==> src/design/fpos_pkg.sv <==
/*
  Constants, encodings and state type for the flash program-once sequencer.
  Assumes every user writes package::name and imports nothing.
*/
package fpos_pkg;

  // Command word geometry
  localparam int WORD_W = 16;
  localparam int NUM_WORDS = 6;
  localparam int PHRASE_W = 64;
  localparam int GADDR_W = 24;

  // Command codes held in word 0 bits [15:8]
  localparam logic [7:0] CMD_READ_ONCE = 8'h04;
  localparam logic [7:0] CMD_PROGRAM = 8'h06;
  localparam logic [7:0] CMD_PROGRAM_ONCE = 8'h07;

  // Index register value expected at launch
  localparam logic [2:0] IDX_READ_ONCE = 3'h1;
  localparam logic [2:0] IDX_PROGRAM = 3'h5;

  // One-time field: 64 bytes as 8 phrases, indices 0x0000 to 0x0007
  localparam int ONCE_BYTES = 64;
  localparam int ONCE_PHRASES = 8;
  localparam logic [15:0] ONCE_IDX_MIN = 16'h0000;
  localparam logic [15:0] ONCE_IDX_MAX = 16'h0007;

  // Phrase alignment: global address bits [2:0] must be zero
  localparam logic [2:0] PHRASE_ALIGN = 3'h0;
  localparam logic [63:0] ERASED_PHRASE = 64'hFFFF_FFFF_FFFF_FFFF;

  // Default program flash window, global byte addresses
  localparam logic [23:0] PF_LO_DEF = 24'hFE_0000;
  localparam logic [23:0] PF_HI_DEF = 24'hFF_FFFF;

  // Values after reset
  localparam logic COMPLETE_RST = 1'b1;
  localparam logic FLAG_RST = 1'b0;
  localparam logic [2:0] IDX_RST = 3'h0;
  localparam logic [15:0] WORD_RST = 16'h0000;

  typedef enum logic [2:0] {
    ST_IDLE = 3'b000,
    ST_CHECK = 3'b001,
    ST_BLANK = 3'b010,
    ST_PROGRAM = 3'b011,
    ST_VERIFY = 3'b100,
    ST_READ = 3'b101
  } fpos_state_t;

endpackage

==> src/design/fpos_cmd_words.sv <==
/*
  Indexed command word registers: software writes one word per strobe,
  the sequencer loads words two to five with a fetched phrase.
  Assumes both writers sit on the same clock and never write in one cycle
  (the sequencer only loads while software writes are blocked).
*/
`timescale 1ns/1ps
`default_nettype none

module fpos_cmd_words #(
  parameter int WORD_W = 16,
  parameter int NUM_WORDS = 6
) (
  input wire logic clk,
  input wire logic rstn,
  input wire logic swWrite,
  input wire logic [2:0] swIdx,
  input wire logic [WORD_W-1:0] swData,
  input wire logic seqLoad,
  input wire logic [4*WORD_W-1:0] seqPhrase,
  input wire logic [2:0] rdIdx,
  output logic [NUM_WORDS*WORD_W-1:0] wordsFlat,
  output logic [WORD_W-1:0] rdData
);

  logic [WORD_W-1:0] words_q [NUM_WORDS];
  logic [WORD_W-1:0] words_d [NUM_WORDS];
  logic [WORD_W-1:0] rdData_d;
  logic [WORD_W-1:0] rdData_q;

  // Next word values; sequencer load takes words 2..5, word 2 = top of phrase
  always_comb
  begin
    for (int i = 0; i < NUM_WORDS; i++)
    begin
      words_d[i] = words_q[i];
    end
    if (swWrite && (int'(swIdx) < NUM_WORDS))
    begin
      words_d[swIdx] = swData;
    end
    if (seqLoad)
    begin
      for (int i = 0; i < 4; i++)
      begin
        words_d[2 + i] = seqPhrase[(3 - i)*WORD_W +: WORD_W];
      end
    end
    // Out-of-range index reads as zero
    rdData_d = (int'(rdIdx) < NUM_WORDS) ? words_d[rdIdx] : fpos_pkg::WORD_RST;
  end

  always_ff @(posedge clk or negedge rstn)
  begin
    if (!rstn)
    begin
      for (int i = 0; i < NUM_WORDS; i++)
      begin
        words_q[i] <= fpos_pkg::WORD_RST;
      end
      rdData_q <= fpos_pkg::WORD_RST;
    end
    else
    begin
      for (int i = 0; i < NUM_WORDS; i++)
      begin
        words_q[i] <= words_d[i];
      end
      rdData_q <= rdData_d;
    end
  end

  always_comb
  begin
    for (int i = 0; i < NUM_WORDS; i++)
    begin
      wordsFlat[i*WORD_W +: WORD_W] = words_q[i];
    end
  end

  assign rdData = rdData_q;

endmodule

`default_nettype wire

==> src/design/fpos_sequencer.sv <==
/*
  Command sequencer for read-once, program-phrase and program-once.
  Assumes a same-clock flash array port: request held until a one-cycle
  acknowledge, read data and error flags valid with that acknowledge.
  Software strobes come from logic on the same clock.
*/
`timescale 1ns/1ps
`default_nettype none

module fpos_sequencer #(
  parameter logic [23:0] PF_LO = fpos_pkg::PF_LO_DEF,
  parameter logic [23:0] PF_HI = fpos_pkg::PF_HI_DEF
) (
  input wire logic clk,
  input wire logic rstn,
  input wire logic cmdWrite,
  input wire logic [2:0] cmdWordIdxIn,
  input wire logic [15:0] cmdWordData,
  input wire logic cmdLaunch,
  input wire logic clrAccessErr,
  input wire logic clrProtectViol,
  input wire logic onceCmdAllowed,
  input wire logic progCmdAllowed,
  input wire logic protEnable,
  input wire logic [17:0] protLo,
  input wire logic [17:0] protHi,
  input wire logic flashAck,
  input wire logic [63:0] flashRdata,
  input wire logic flashErr,
  input wire logic flashFatal,
  output logic cmdCompleteFlag,
  output logic accessErrorFlag,
  output logic protectViolationFlag,
  output logic verifyStatusHi,
  output logic verifyStatusLo,
  output logic [2:0] cmdWordIdx,
  output logic [15:0] cmdWordRdata,
  output logic flashReq,
  output logic flashProg,
  output logic flashInfo,
  output logic [23:0] flashAddr,
  output logic [63:0] flashWdata,
  output logic pfReadInvalid
);

  fpos_pkg::fpos_state_t state_q, state_d;
  logic complete_q, complete_d;
  logic access_error_flag_q, access_error_flag_d;
  logic protViol_q, protViol_d;
  logic verHi_q, verHi_d;
  logic verLo_q, verLo_d;
  logic [2:0] idx_q, idx_d;
  logic [23:0] addr_q, addr_d;
  logic isOnce_q, isOnce_d;
  logic setAcc;
  logic setProt;
  logic seqLoad;
  logic swWrite;
  logic checkBad;
  logic protHit;
  logic [95:0] wordsFlat;
  logic [15:0] word0;
  logic [15:0] word1;
  logic [7:0] code;
  logic [23:0] gaddr;

  // Known command codes of this sequencer
  function automatic logic knownCode(input logic [7:0] c);
    return (c == fpos_pkg::CMD_READ_ONCE) || (c == fpos_pkg::CMD_PROGRAM) ||
           (c == fpos_pkg::CMD_PROGRAM_ONCE);
  endfunction

  // Phrase index inside the eight-phrase one-time field
  function automatic logic onceIdxOk(input logic [15:0] w);
    return (w >= fpos_pkg::ONCE_IDX_MIN) && (w <= fpos_pkg::ONCE_IDX_MAX);
  endfunction

  // Software writes land only while idle, so busy commands keep their words
  assign swWrite = cmdWrite && complete_q;

  fpos_cmd_words #(
    .WORD_W(fpos_pkg::WORD_W),
    .NUM_WORDS(fpos_pkg::NUM_WORDS)
  ) u_words (
    .clk(clk),
    .rstn(rstn),
    .swWrite(swWrite),
    .swIdx(cmdWordIdxIn),
    .swData(cmdWordData),
    .seqLoad(seqLoad),
    .seqPhrase(flashRdata),
    .rdIdx(idx_d),
    .wordsFlat(wordsFlat),
    .rdData(cmdWordRdata)
  );

  // Field decode of the loaded command words
  assign word0 = wordsFlat[15:0];
  assign word1 = wordsFlat[31:16];
  assign code = word0[15:8];
  assign gaddr = {word0[7:0], word1};
  assign protHit = protEnable && (gaddr[17:0] >= protLo) && (gaddr[17:0] <= protHi);

  // Launch-time checks per command; an unknown code always fails
  always_comb
  begin
    case (code)
      fpos_pkg::CMD_READ_ONCE:
      begin
        checkBad = (idx_q != fpos_pkg::IDX_READ_ONCE) || !onceCmdAllowed || !onceIdxOk(word1);
      end
      fpos_pkg::CMD_PROGRAM:
      begin
        checkBad = (idx_q != fpos_pkg::IDX_PROGRAM) || !progCmdAllowed ||
                   (gaddr < PF_LO) || (gaddr > PF_HI) ||
                   (gaddr[2:0] != fpos_pkg::PHRASE_ALIGN);
      end
      fpos_pkg::CMD_PROGRAM_ONCE:
      begin
        checkBad = (idx_q != fpos_pkg::IDX_PROGRAM) || !onceCmdAllowed || !onceIdxOk(word1);
      end
      default:
      begin
        checkBad = 1'b1;
      end
    endcase
  end

  // Sequencer next state and status flags
  always_comb
  begin
    state_d = state_q;
    complete_d = complete_q;
    verHi_d = verHi_q;
    verLo_d = verLo_q;
    idx_d = idx_q;
    addr_d = addr_q;
    isOnce_d = isOnce_q;
    setAcc = 1'b0;
    setProt = 1'b0;
    seqLoad = 1'b0;
    if (swWrite)
    begin
      idx_d = cmdWordIdxIn;
      if ((cmdWordIdxIn == 3'h0) && !knownCode(cmdWordData[15:8]))
      begin
        setAcc = 1'b1;
      end
    end
    case (state_q)
      fpos_pkg::ST_IDLE:
      begin
        // Pending access or protection flag blocks the launch
        if (cmdLaunch && complete_q && !access_error_flag_q && !protViol_q)
        begin
          complete_d = 1'b0;
          verHi_d = 1'b0;
          verLo_d = 1'b0;
          state_d = fpos_pkg::ST_CHECK;
        end
      end
      fpos_pkg::ST_CHECK:
      begin
        if (checkBad)
        begin
          setAcc = 1'b1;
          complete_d = 1'b1;
          state_d = fpos_pkg::ST_IDLE;
        end
        else if ((code == fpos_pkg::CMD_PROGRAM) && protHit)
        begin
          setProt = 1'b1;
          complete_d = 1'b1;
          state_d = fpos_pkg::ST_IDLE;
        end
        else
        begin
          // Once commands address the info row at phrase granularity
          isOnce_d = (code != fpos_pkg::CMD_PROGRAM);
          addr_d = (code == fpos_pkg::CMD_PROGRAM) ? gaddr : {18'h0_0000, word1[2:0], 3'h0};
          if (code == fpos_pkg::CMD_READ_ONCE)
          begin
            state_d = fpos_pkg::ST_READ;
          end
          else if (code == fpos_pkg::CMD_PROGRAM)
          begin
            state_d = fpos_pkg::ST_PROGRAM;
          end
          else
          begin
            state_d = fpos_pkg::ST_BLANK;
          end
        end
      end
      fpos_pkg::ST_BLANK:
      begin
        if (flashAck)
        begin
          // All ones reads as blank, so an all-ones phrase may be reprogrammed
          if (flashRdata == fpos_pkg::ERASED_PHRASE)
          begin
            state_d = fpos_pkg::ST_PROGRAM;
          end
          else
          begin
            setAcc = 1'b1;
            complete_d = 1'b1;
            state_d = fpos_pkg::ST_IDLE;
          end
        end
      end
      fpos_pkg::ST_PROGRAM:
      begin
        if (flashAck)
        begin
          state_d = fpos_pkg::ST_VERIFY;
        end
      end
      fpos_pkg::ST_VERIFY:
      begin
        if (flashAck)
        begin
          // Data mismatch counts as a correctable verify error
          verHi_d = flashErr || flashFatal || (flashRdata != flashWdata);
          verLo_d = flashFatal;
          complete_d = 1'b1;
          state_d = fpos_pkg::ST_IDLE;
        end
      end
      fpos_pkg::ST_READ:
      begin
        if (flashAck)
        begin
          seqLoad = 1'b1;
          verHi_d = flashErr || flashFatal;
          verLo_d = flashFatal;
          complete_d = 1'b1;
          state_d = fpos_pkg::ST_IDLE;
        end
      end
      default:
      begin
        complete_d = 1'b1;
        state_d = fpos_pkg::ST_IDLE;
      end
    endcase
    // Set beats clear in the same cycle
    access_error_flag_d = (access_error_flag_q && !clrAccessErr) || setAcc;
    protViol_d = (protViol_q && !clrProtectViol) || setProt;
  end

  always_ff @(posedge clk or negedge rstn)
  begin
    if (!rstn)
    begin
      state_q <= fpos_pkg::ST_IDLE;
      complete_q <= fpos_pkg::COMPLETE_RST;
      access_error_flag_q <= fpos_pkg::FLAG_RST;
      protViol_q <= fpos_pkg::FLAG_RST;
      verHi_q <= fpos_pkg::FLAG_RST;
      verLo_q <= fpos_pkg::FLAG_RST;
      idx_q <= fpos_pkg::IDX_RST;
      addr_q <= 24'h00_0000;
      isOnce_q <= 1'b0;
    end
    else
    begin
      state_q <= state_d;
      complete_q <= complete_d;
      access_error_flag_q <= access_error_flag_d;
      protViol_q <= protViol_d;
      verHi_q <= verHi_d;
      verLo_q <= verLo_d;
      idx_q <= idx_d;
      addr_q <= addr_d;
      isOnce_q <= isOnce_d;
    end
  end

  // Flash port; request is combinational from the state, held until ack
  assign flashReq = (state_q == fpos_pkg::ST_BLANK) || (state_q == fpos_pkg::ST_PROGRAM) ||
                    (state_q == fpos_pkg::ST_VERIFY) || (state_q == fpos_pkg::ST_READ);
  assign flashProg = (state_q == fpos_pkg::ST_PROGRAM);
  assign flashInfo = isOnce_q;
  assign flashAddr = addr_q;
  assign flashWdata = wordsFlat[95:32] == 64'h0 ? 64'h0 :
                      {wordsFlat[47:32], wordsFlat[63:48], wordsFlat[79:64], wordsFlat[95:80]};
  // Array is busy on the info row; program flash reads are not trustworthy
  assign pfReadInvalid = flashReq && isOnce_q;

  assign cmdCompleteFlag = complete_q;
  assign accessErrorFlag = access_error_flag_q;
  assign protectViolationFlag = protViol_q;
  assign verifyStatusHi = verHi_q;
  assign verifyStatusLo = verLo_q;
  assign cmdWordIdx = idx_q;
endmodule

`default_nettype wire

==> config.mk <==
export PLATFORM = sky130hd
export DESIGN_NAME = fpos_sequencer
export DESIGN_NICKNAME = d
export VERILOG_FILES = /design/src/design/fpos_pkg.sv /design/src/design/fpos_cmd_words.sv /design/src/design/fpos_sequencer.sv
export SDC_FILE = /design/constraint.sdc
export NUM_CORES = 1
export LEC_CHECK = 0
export BUFFER_PORTS_ARGS = -buffer_cell sky130_fd_sc_hd__buf_4
export CAP_MARGIN = 20
export CORE_UTILIZATION = 35
export CTS_CLUSTER_DIAMETER = 60
export DETAILED_ROUTE_END_ITERATION = 16
export GPL_TIMING_DRIVEN = 0
export PLACE_DENSITY = 0.57
export SLEW_MARGIN = 10
export SYNTH_ARGS = -nofsm -noshare
export SYNTH_HDL_FRONTEND = slang
export SYNTH_SLANG_ARGS = --single-unit
==> constraint.sdc <==
create_clock -name clk -period 4.2 [get_ports clk]
set_clock_uncertainty 0.2 [all_clocks]
set_input_delay 0.63 -clock clk [delete_from_list [all_inputs] [get_ports clk]]
set_output_delay 0.63 -clock clk [all_outputs]
set_load 0.005 [all_outputs]
=== Word-level counts from Yosys, hierarchy flattened ===
Cells that the tools add are included.
Widths: inputs -> output; s select.

* Equal/unequal tests: 24
* Multiplexer cells: 46
* Reduce and logical (&&, ||, !) cells: 51
* Bitwise logic cells: 5
* $lt $le $gt $ge: 11

{| class="wikitable"
|+ Operators with widths
! cell !! count
|-
| $mux 64 || 2
|-
| $bwmux 96 || 1
|-
| $mux 96 || 1
|-
| $eq 64x64->1 const B || 1
|-
| $logic_not 64->1 || 1
|-
| $mux 16 || 4
|-
| $ne 64x64->1 || 1
|-
| $bmux 16 s3 || 1
|-
| $demux 16 s3 || 1
|-
| $eq 8x3->1 const B || 6
|-
| $gt 24x24->1 const B || 1
|-
| $lt 24x24->1 const B || 1
|-
| $mux 24 || 1
|-
| $mux 3 || 8
|-
| $mux 1 || 20
|-
| $ge 18x18->1 || 1
|-
| $le 18x18->1 || 1
|-
| $logic_or 1x1->1 || 17
|-
| $ge 16x1->1 const B || 1
|-
| $le 16x3->1 const B || 1
|-
| $pmux 3 s5 || 1
|-
| $logic_and 1x1->1 || 14
|-
| $ne 2x2->1 const B || 6
|-
| $ge 4x4->1 const B || 2
|-
| 23 further kinds || 43
|}

* Output and inout port bits: 116
* Word-level logic and storage cells: 153
* Bits of input ports: 131
* Register bits: 148

=== Longest topological paths before layout ===
Gate-level depths: netlist (run 1).

* Depth after elaboration: 12
* Mapped depth: 9
* Gate-level depth less buffers: 8

=== Modules after synthesis ===
A second synthesis (run 1) with hierarchy kept.

* Cells, all modules: 973
* Area total of the unflattened synthesis: 9529.1 µm²

{| class="wikitable"
|+ Modules (own cells, without submodules)
! module !! area an instance (µm²) !! cells each !! sequential area each (µm²) !! times used
|-
| fpos_cmd_words || 5758.0 || 506 || 2802.7 || 1
|-
| fpos_sequencer || 3771.1 || 467 || 902.1 || 1
|}

=== Worst setup path before layout (run 1) ===
No wires, ideal clock.

* Path kind: in2reg
* Start point: input protHi[16]
* End point: register addr_q[17] (netlist: flashAddr[17])
* Path slack: 1370 ps
* Data required time: 3875 ps
* Stages: 9
* Buffers on the path: 1
* Setup time: 125 ps
* Data arrival time: 2504 ps
* Cell sequence: inv_1 -> ha_1 -> nand4_1 -> nor3_1 -> nand4_1 -> o31a_1 -> o41a_4 -> buf_6 -> mux2_4

* Longest elaborated chain between the ends: 5

{| class="wikitable"
|+ RTL lines
! element !! RTL line !! RTL
|-
| from (decl) || fpos_sequencer.sv:26 || <nowiki>input wire logic [17:0] protHi,</nowiki>
|-
| $le 18x18->1 || fpos_sequencer.sv:102 || <nowiki>assign protHit = protEnable && (gaddr[17:0] >= protLo) && (gaddr[17:0] <= protHi);</nowiki>
|-
| $logic_and 1x1->1 || fpos_sequencer.sv:102 ||
|-
| $logic_and 1x1->1 || fpos_sequencer.sv:170 || <nowiki>else if ((code == fpos_pkg::CMD_PROGRAM) && protHit)</nowiki>
|-
| $not 1->1 (no line) || -- ||
|-
| $reduce_and 3->1 (no line) || -- ||
|-
| to (signal assigned) || fpos_sequencer.sv:275 || <nowiki>addr_q <= addr_d;</nowiki>
|-
| to (decl) || fpos_sequencer.sv:53 || <nowiki>logic [23:0] addr_q, addr_d;</nowiki>
|}

Every way passes these cells.
A chain may end at the register's enable or synchronous reset.

==> flow_metrics.tcl, run 1 <==
set metrics [dict create \
    num_io_pins 247 \
    die_area_sq_mm 0.0271 \
    hold_path.class "input port to flip-flop" \
    cts_buffers 17 \
    area_delta_synth_final_pct 31.5 \
    cp_max_fo 10 \
    synth_edf_count 0 \
    synth_seq_cells 148 \
    grt_pass1_vias 8345 \
    period_share_pct 76.4 \
    antenna_found_initial 1 \
    ys_dominant_reg_cell "dfrtp_1" \
    rsz0062_at_grt "false" \
    arrival_ps 3320 \
    setup_viol 0 \
    ys_seq_area_share_pct 40.0 \
    dieHeight_um 165 \
    postLayoutCoreUtil_pct 46.9 \
    synth_area_sq_mm 0.00927 \
    dp_hpwl_um 29100 \
    finalPower_uw 8030 \
    async_flop_share_pct 100 \
    cts_tree "yes" \
    tns_ps 0 \
    drt_wl_total_um 36400 \
    fin_crit_ps 3210 \
    viasPerCell 5.47 \
    maxCapViolations 0 \
    p_leak_uw 0.00561 \
    fp-row-count 59 \
    first_iter_violations 894 \
    start_kind "flip-flop" \
    critical_path_class "flip-flop to flip-flop" \
    clk_pin_slew_ps 70 \
    peakVddDrop_uv 331 \
    grt_max_degree 87 \
    die_x_um 165 \
    htreeDepth 4 \
    drv_slew 0 \
    clkLatencyLatePin_ps 440 \
    yosysMostFrequentCell "dfrtp_1" \
    ctsHoldBuffers 1 \
    coreArea_sq_mm 0.0260 \
    p_per_area_mw_per_mm2 659 \
    relSlewSlack_pct 38.3 \
    yosysTopAreaCellShare_pct 39.7 \
    antenna_left 0 \
    drc_errors 0 \
    hold_violations 0 \
    drtPass1Iterations 5 \
    grt.total_usage_pct 27.0 \
    via_count 8698 \
    fmax_ghz 0.312 \
    synth_area_leaders "dfrtp_1 40%, mux2i_1 9.8%, ha_1 4.9%, xnor2_1 4.4%, clkbuf_1 4.0%" \
    place.gp.congestion 0.991 \
    postLayoutCellArea_sq_mm 0.0122 \
    yosys-top-cells-count "147 x dfrtp_1, 99 x clkbuf_1, 91 x mux2i_1, 74 x nor2_1, 55 x inv_1" \
    clk_path_buf_depth 2 \
    avgSynthCellArea_sq_um 9.47 \
    root_buffer "clkbuf_16" \
    nNetsFinal 1410 \
    fill_cells 2582 \
    initial_core_util_pct 35.7 \
    synth_warnings 0 \
    layout_setup_ws_ps 991 \
    cts_resized 0 \
    tightest_slew_ps 926 \
    crit_path_end_kind "flip-flop" \
    drive_gt1_share_pct 25.2 \
    crit_required_ps 4310 \
    status "finished, final reports clean" \
    pre_cts_ws_ps 848 \
    grt_pass1_wl_um 52700 \
    diodes 0 \
    grt_remaining_overflow 0 \
    placed_area_sq_mm 0.0115 \
    postCtsSetupRepairBufs 0 \
    io_buffers 243 \
    ys_types 60 \
    cts.sinks 148 \
    syn_nets 1146 \
    netlist_instances 979 \
    yosysTopAreaCell "dfrtp_1" \
    wl_per_cell_um 22.9 \
]
cells in the final DEF (no fill, tap or decap), types with 18 or more instances in the layout:
| master | count |
|---|---|
| a21oi_1 | 43 |
| a31oi_1 | 35 |
| buf_4 | 244 |
| clkbuf_1 | 99 |
| dfrtp_1 | 147 |
| ha_1 | 36 |
| inv_1 | 55 |
| mux2_1 | 27 |
| mux2i_1 | 91 |
| nand2_1 | 31 |
| nand3_1 | 40 |
| nand4_1 | 41 |
| nor2_1 | 74 |
| o21ai_0 | 39 |
| xnor2_1 | 47 |
| xor2_1 | 18 |
through the flow:
| stage | instances | hold slack [ps] |
|---|---|---|
| 6_report | 1589 | 272 |
| 5_1_grt | 1589 | 307 |
| 4_1_cts | 1589 | 274 |
| 3_5_place_dp | 1558 | 278 |
| 3_3_place_gp | 1557 | 273 |
| 2_1_floorplan | 979 | 134 |
cell families after synthesis:
| logic type | count (synthesis) | synth area share (%) |
|---|---|---|
| simple gates | 239 | 13.7 |
| compound gates | 179 | 12.2 |
| buf+inv | 175 | 7.37 |
| flops | 148 | 40.0 |
| mux | 137 | 15.7 |
| xor+xnor | 65 | 6.14 |
| fa+ha+maj | 36 | 4.86 |
where the power goes:
| part | leakage, uW | internal (uW) | switching, uW |
|---|---|---|---|
| Combinational | 0.00351 | 1790 | 1880 |
| Sequential | 0.00181 | 1990 | 661 |
| Clock | 0.000301 | 1050 | 654 |
worst paths after layout:
| check | from | to | slack [ps] | depth (start not counted) |
|---|---|---|---|---|
| max | state_q[0] | u_words.rdData[1] | 990 | 8 |
| min | flashFatal | verifyStatusLo | 270 | 3 |
| max reg2reg | state_q[0] | u_words.rdData[1] | 990 | 8 |
| min reg2reg | flashAddr[2] | flashAddr[2] | 290 | 1 |
| max in group asynchronous | rstn | flashAddr[15] | 2470 | 3 |
| min in group asynchronous | rstn | u_words.wordsFlat[34] | 510 | 2 |
layer usage:
layer	track usage (%)	vias up	wire length (um)
met5	0	-	13
met3	6.88	68	3020
li1	-	3986	-
met1	37.6	4223	16100
met4	9.59	2	1060
met2	40.5	419	16200
area by class of cell:
| cell class | count | area (sq um) | share of cell area [%] |
|---|---|---|---|
| Buffer | 117 | 465 | 3.82 |
| Clock buffer | 17 | 425 | 3.49 |
| Clock inverter | 13 | 209 | 1.71 |
| Inverter | 58 | 218 | 1.79 |
| Multi-Input combinational cell | 656 | 4880 | 40.0 |
| Sequential cell | 148 | 3700 | 30.4 |
| Tap cell | 335 | 419 | 3.44 |
| Timing Repair Buffer | 245 | 1870 | 15.3 |
sequential cells by signal, indices dropped and copies added (netlist names):
name and cells:
accessErrorFlag 1, cmdCompleteFlag 1, cmdWordIdx 3, flashAddr 24, flashInfo 1, protectViolationFlag 1
state_q 3, u_words.rdData 16, u_words.wordsFlat 96, verifyStatusHi 1, verifyStatusLo 1
critical path, cell delays in order (launching register included):
cell      delay, ps
dfrtp_1         370
clkbuf_1        210
nand4b_1        390
clkbuf_1        390
buf_1           560
nor2_1           90
a21oi_1         280
mux2i_1         180
a221oi_1        410
No activity file was read; power rests on OpenSTA's default activity.
==> run 2, diff against run 1 <==
- PLACE_DENSITY: 0.57 -> 0.59
- clock period: 4.2 -> 2.6 ns (I/O delays scaled with it)
==> flow_metrics.tcl, run 2 (same netlist as run 1, synthesis figures left out) <==
set metrics [dict create \
    status "complete, but fails checks" \
    violations "negative setup slack" \
    drv_slew 0 \
    grt_pass1_vias 8512 \
    grt.total_usage_pct 27.3 \
    relSlewSlack_pct 55.5 \
    antenna_found_initial 0 \
    stdcell_count 1624 \
    drc_errors 0 \
    tightest_slew_ps 662 \
    hold_violations 0 \
    setup_viol 23 \
    nNetsFinal 1443 \
    peakVddDrop_uv 552 \
    clk_pin_slew_ps 70 \
    most-common-layout-cells "274 x buf_4, 133 x dfrtp_1, 88 x mux2i_1" \
    hold_path.class "input port to flip-flop" \
    dieHeight_um 165 \
    grt_max_degree 92 \
    grt_pass1_wl_um 53300 \
    crit_path_end_kind "flip-flop" \
    period_share_pct 105 \
    start_kind "flip-flop" \
    postLayoutCoreUtil_pct 49.5 \
    cts_buffers 17 \
    clkLatencyLatePin_ps 440 \
    num_io_pins 247 \
    area_delta_synth_final_pct 38.9 \
    initial_core_util_pct 35.7 \
    placed_cells 1558 \
    fin_crit_ps 2740 \
    multi_input_area_sq_mm 0.00519 \
    layout_setup_ws_ps -142 \
    crit_required_ps 2720 \
    p_leak_uw 0.00589 \
    arrival_ps 2860 \
    dp_hpwl_um 29300 \
    first_iter_violations 822 \
    diodes 0 \
    cts_tree "yes" \
    p_per_area_mw_per_mm2 1040 \
    coreArea_sq_mm 0.0260 \
    clk_path_buf_depth 2 \
    layout_commonest_cell "buf_4" \
    cts.sinks 148 \
    drt_wl_total_um 37900 \
    die_x_um 165 \
    finalPower_uw 13400 \
    htreeDepth 4 \
    largest_reg_flops 96 \
    fmax_ghz 0.365 \
    postLayoutCellArea_sq_mm 0.0129 \
    place.gp.congestion 0.973 \
    root_buffer "clkbuf_16" \
    maxCapViolations 0 \
    final-seq-area_sq_mm 0.00372 \
    placed_area_sq_mm 0.0115 \
    antenna_left 0 \
    fill_cells 2488 \
    pre_cts_ws_ps -486 \
    via_count 9005 \
    rsz0062_at_grt "true" \
    drive_gt1_share_pct 33.9 \
    fp-row-count 59 \
    cp_max_fo 10 \
    io_buffers 243 \
    critical_path_class "flip-flop to flip-flop" \
    viasPerCell 5.54 \
    die_area_sq_mm 0.0271 \
    wl_per_cell_um 23.3 \
    grt_remaining_overflow 0 \
    drtPass1Iterations 5 \
]
-- run 2: worst paths after layout --
path	endpoint	start	slack, ps	depth (start not counted)
setup / recovery	flashAddr[21]	u_words.wordsFlat[31]	-140	8
hold / removal	verifyStatusLo	flashFatal	40	3
setup reg to reg	flashAddr[21]	u_words.wordsFlat[31]	-140	8
hold reg to reg	flashAddr[1]	flashAddr[1]	290	1
max in group asynchronous	u_words.wordsFlat[30]	rstn	1040	3
min in group asynchronous	u_words.wordsFlat[32]	rstn	260	2
-- run 2: timing repair --
| action | 4_1_cts | 5_1_grt |
|---|---|---|
| hold buffers | 1 | 0 |
| setup endpoints to repair | 46 | 44 |
| setup buffers | 18 | 17 |
| cloned | 0 | 1 |
| pin swaps | 15 | 21 |
| resized for setup | 59 | 66 |
| endpoints found under the hold margin | 56 | 0 |
-- run 2: metrics by stage --
step           TNS, ps  hold WS, ps
2_1_floorplan        0         -106
3_3_place_gp    -16610          273
3_5_place_dp    -16330          153
4_1_cts          -2860         30.9
5_1_grt          -4180         67.8
6_report         -2490         38.8
-- run 2: layout make-up --
class                   count  area share, %
multi-input cells         656           40.3
flip-flops and latches    148           28.9
repair buffers            281           17.1
plain buffers             114           4.31
clock buffers              19           3.44
well taps                 335           3.26
inverters                  58           1.69
clock inverters            13          0.962
-- run 2: power breakdown --
group,switching [uW],internal [uW]
combinational,3360,3220
clock,1120,1360
sequential,1070,3230
-- run 2: per-layer routing --
| layer | up-vias | routed length [um] | global-route usage, % |
|---|---|---|---|
| li1 | 4069 | - | - |
| met1 | 4437 | 16700 | 38.5 |
| met3 | 58 | 2910 | 4.97 |
| met5 | - | 0 | 0 |
| met2 | 441 | 17400 | 41.6 |
| met4 | 0 | 942 | 10.0 |
-- run 2: critical path: stages (launching register included) --
cell and delay [ps]:
dfrtp_2 450, ha_4 290, nand4_1 180, nor3_4 230, nand4_1 150, o31a_1 160
o41a_4 510, buf_12 160, mux2_4 290
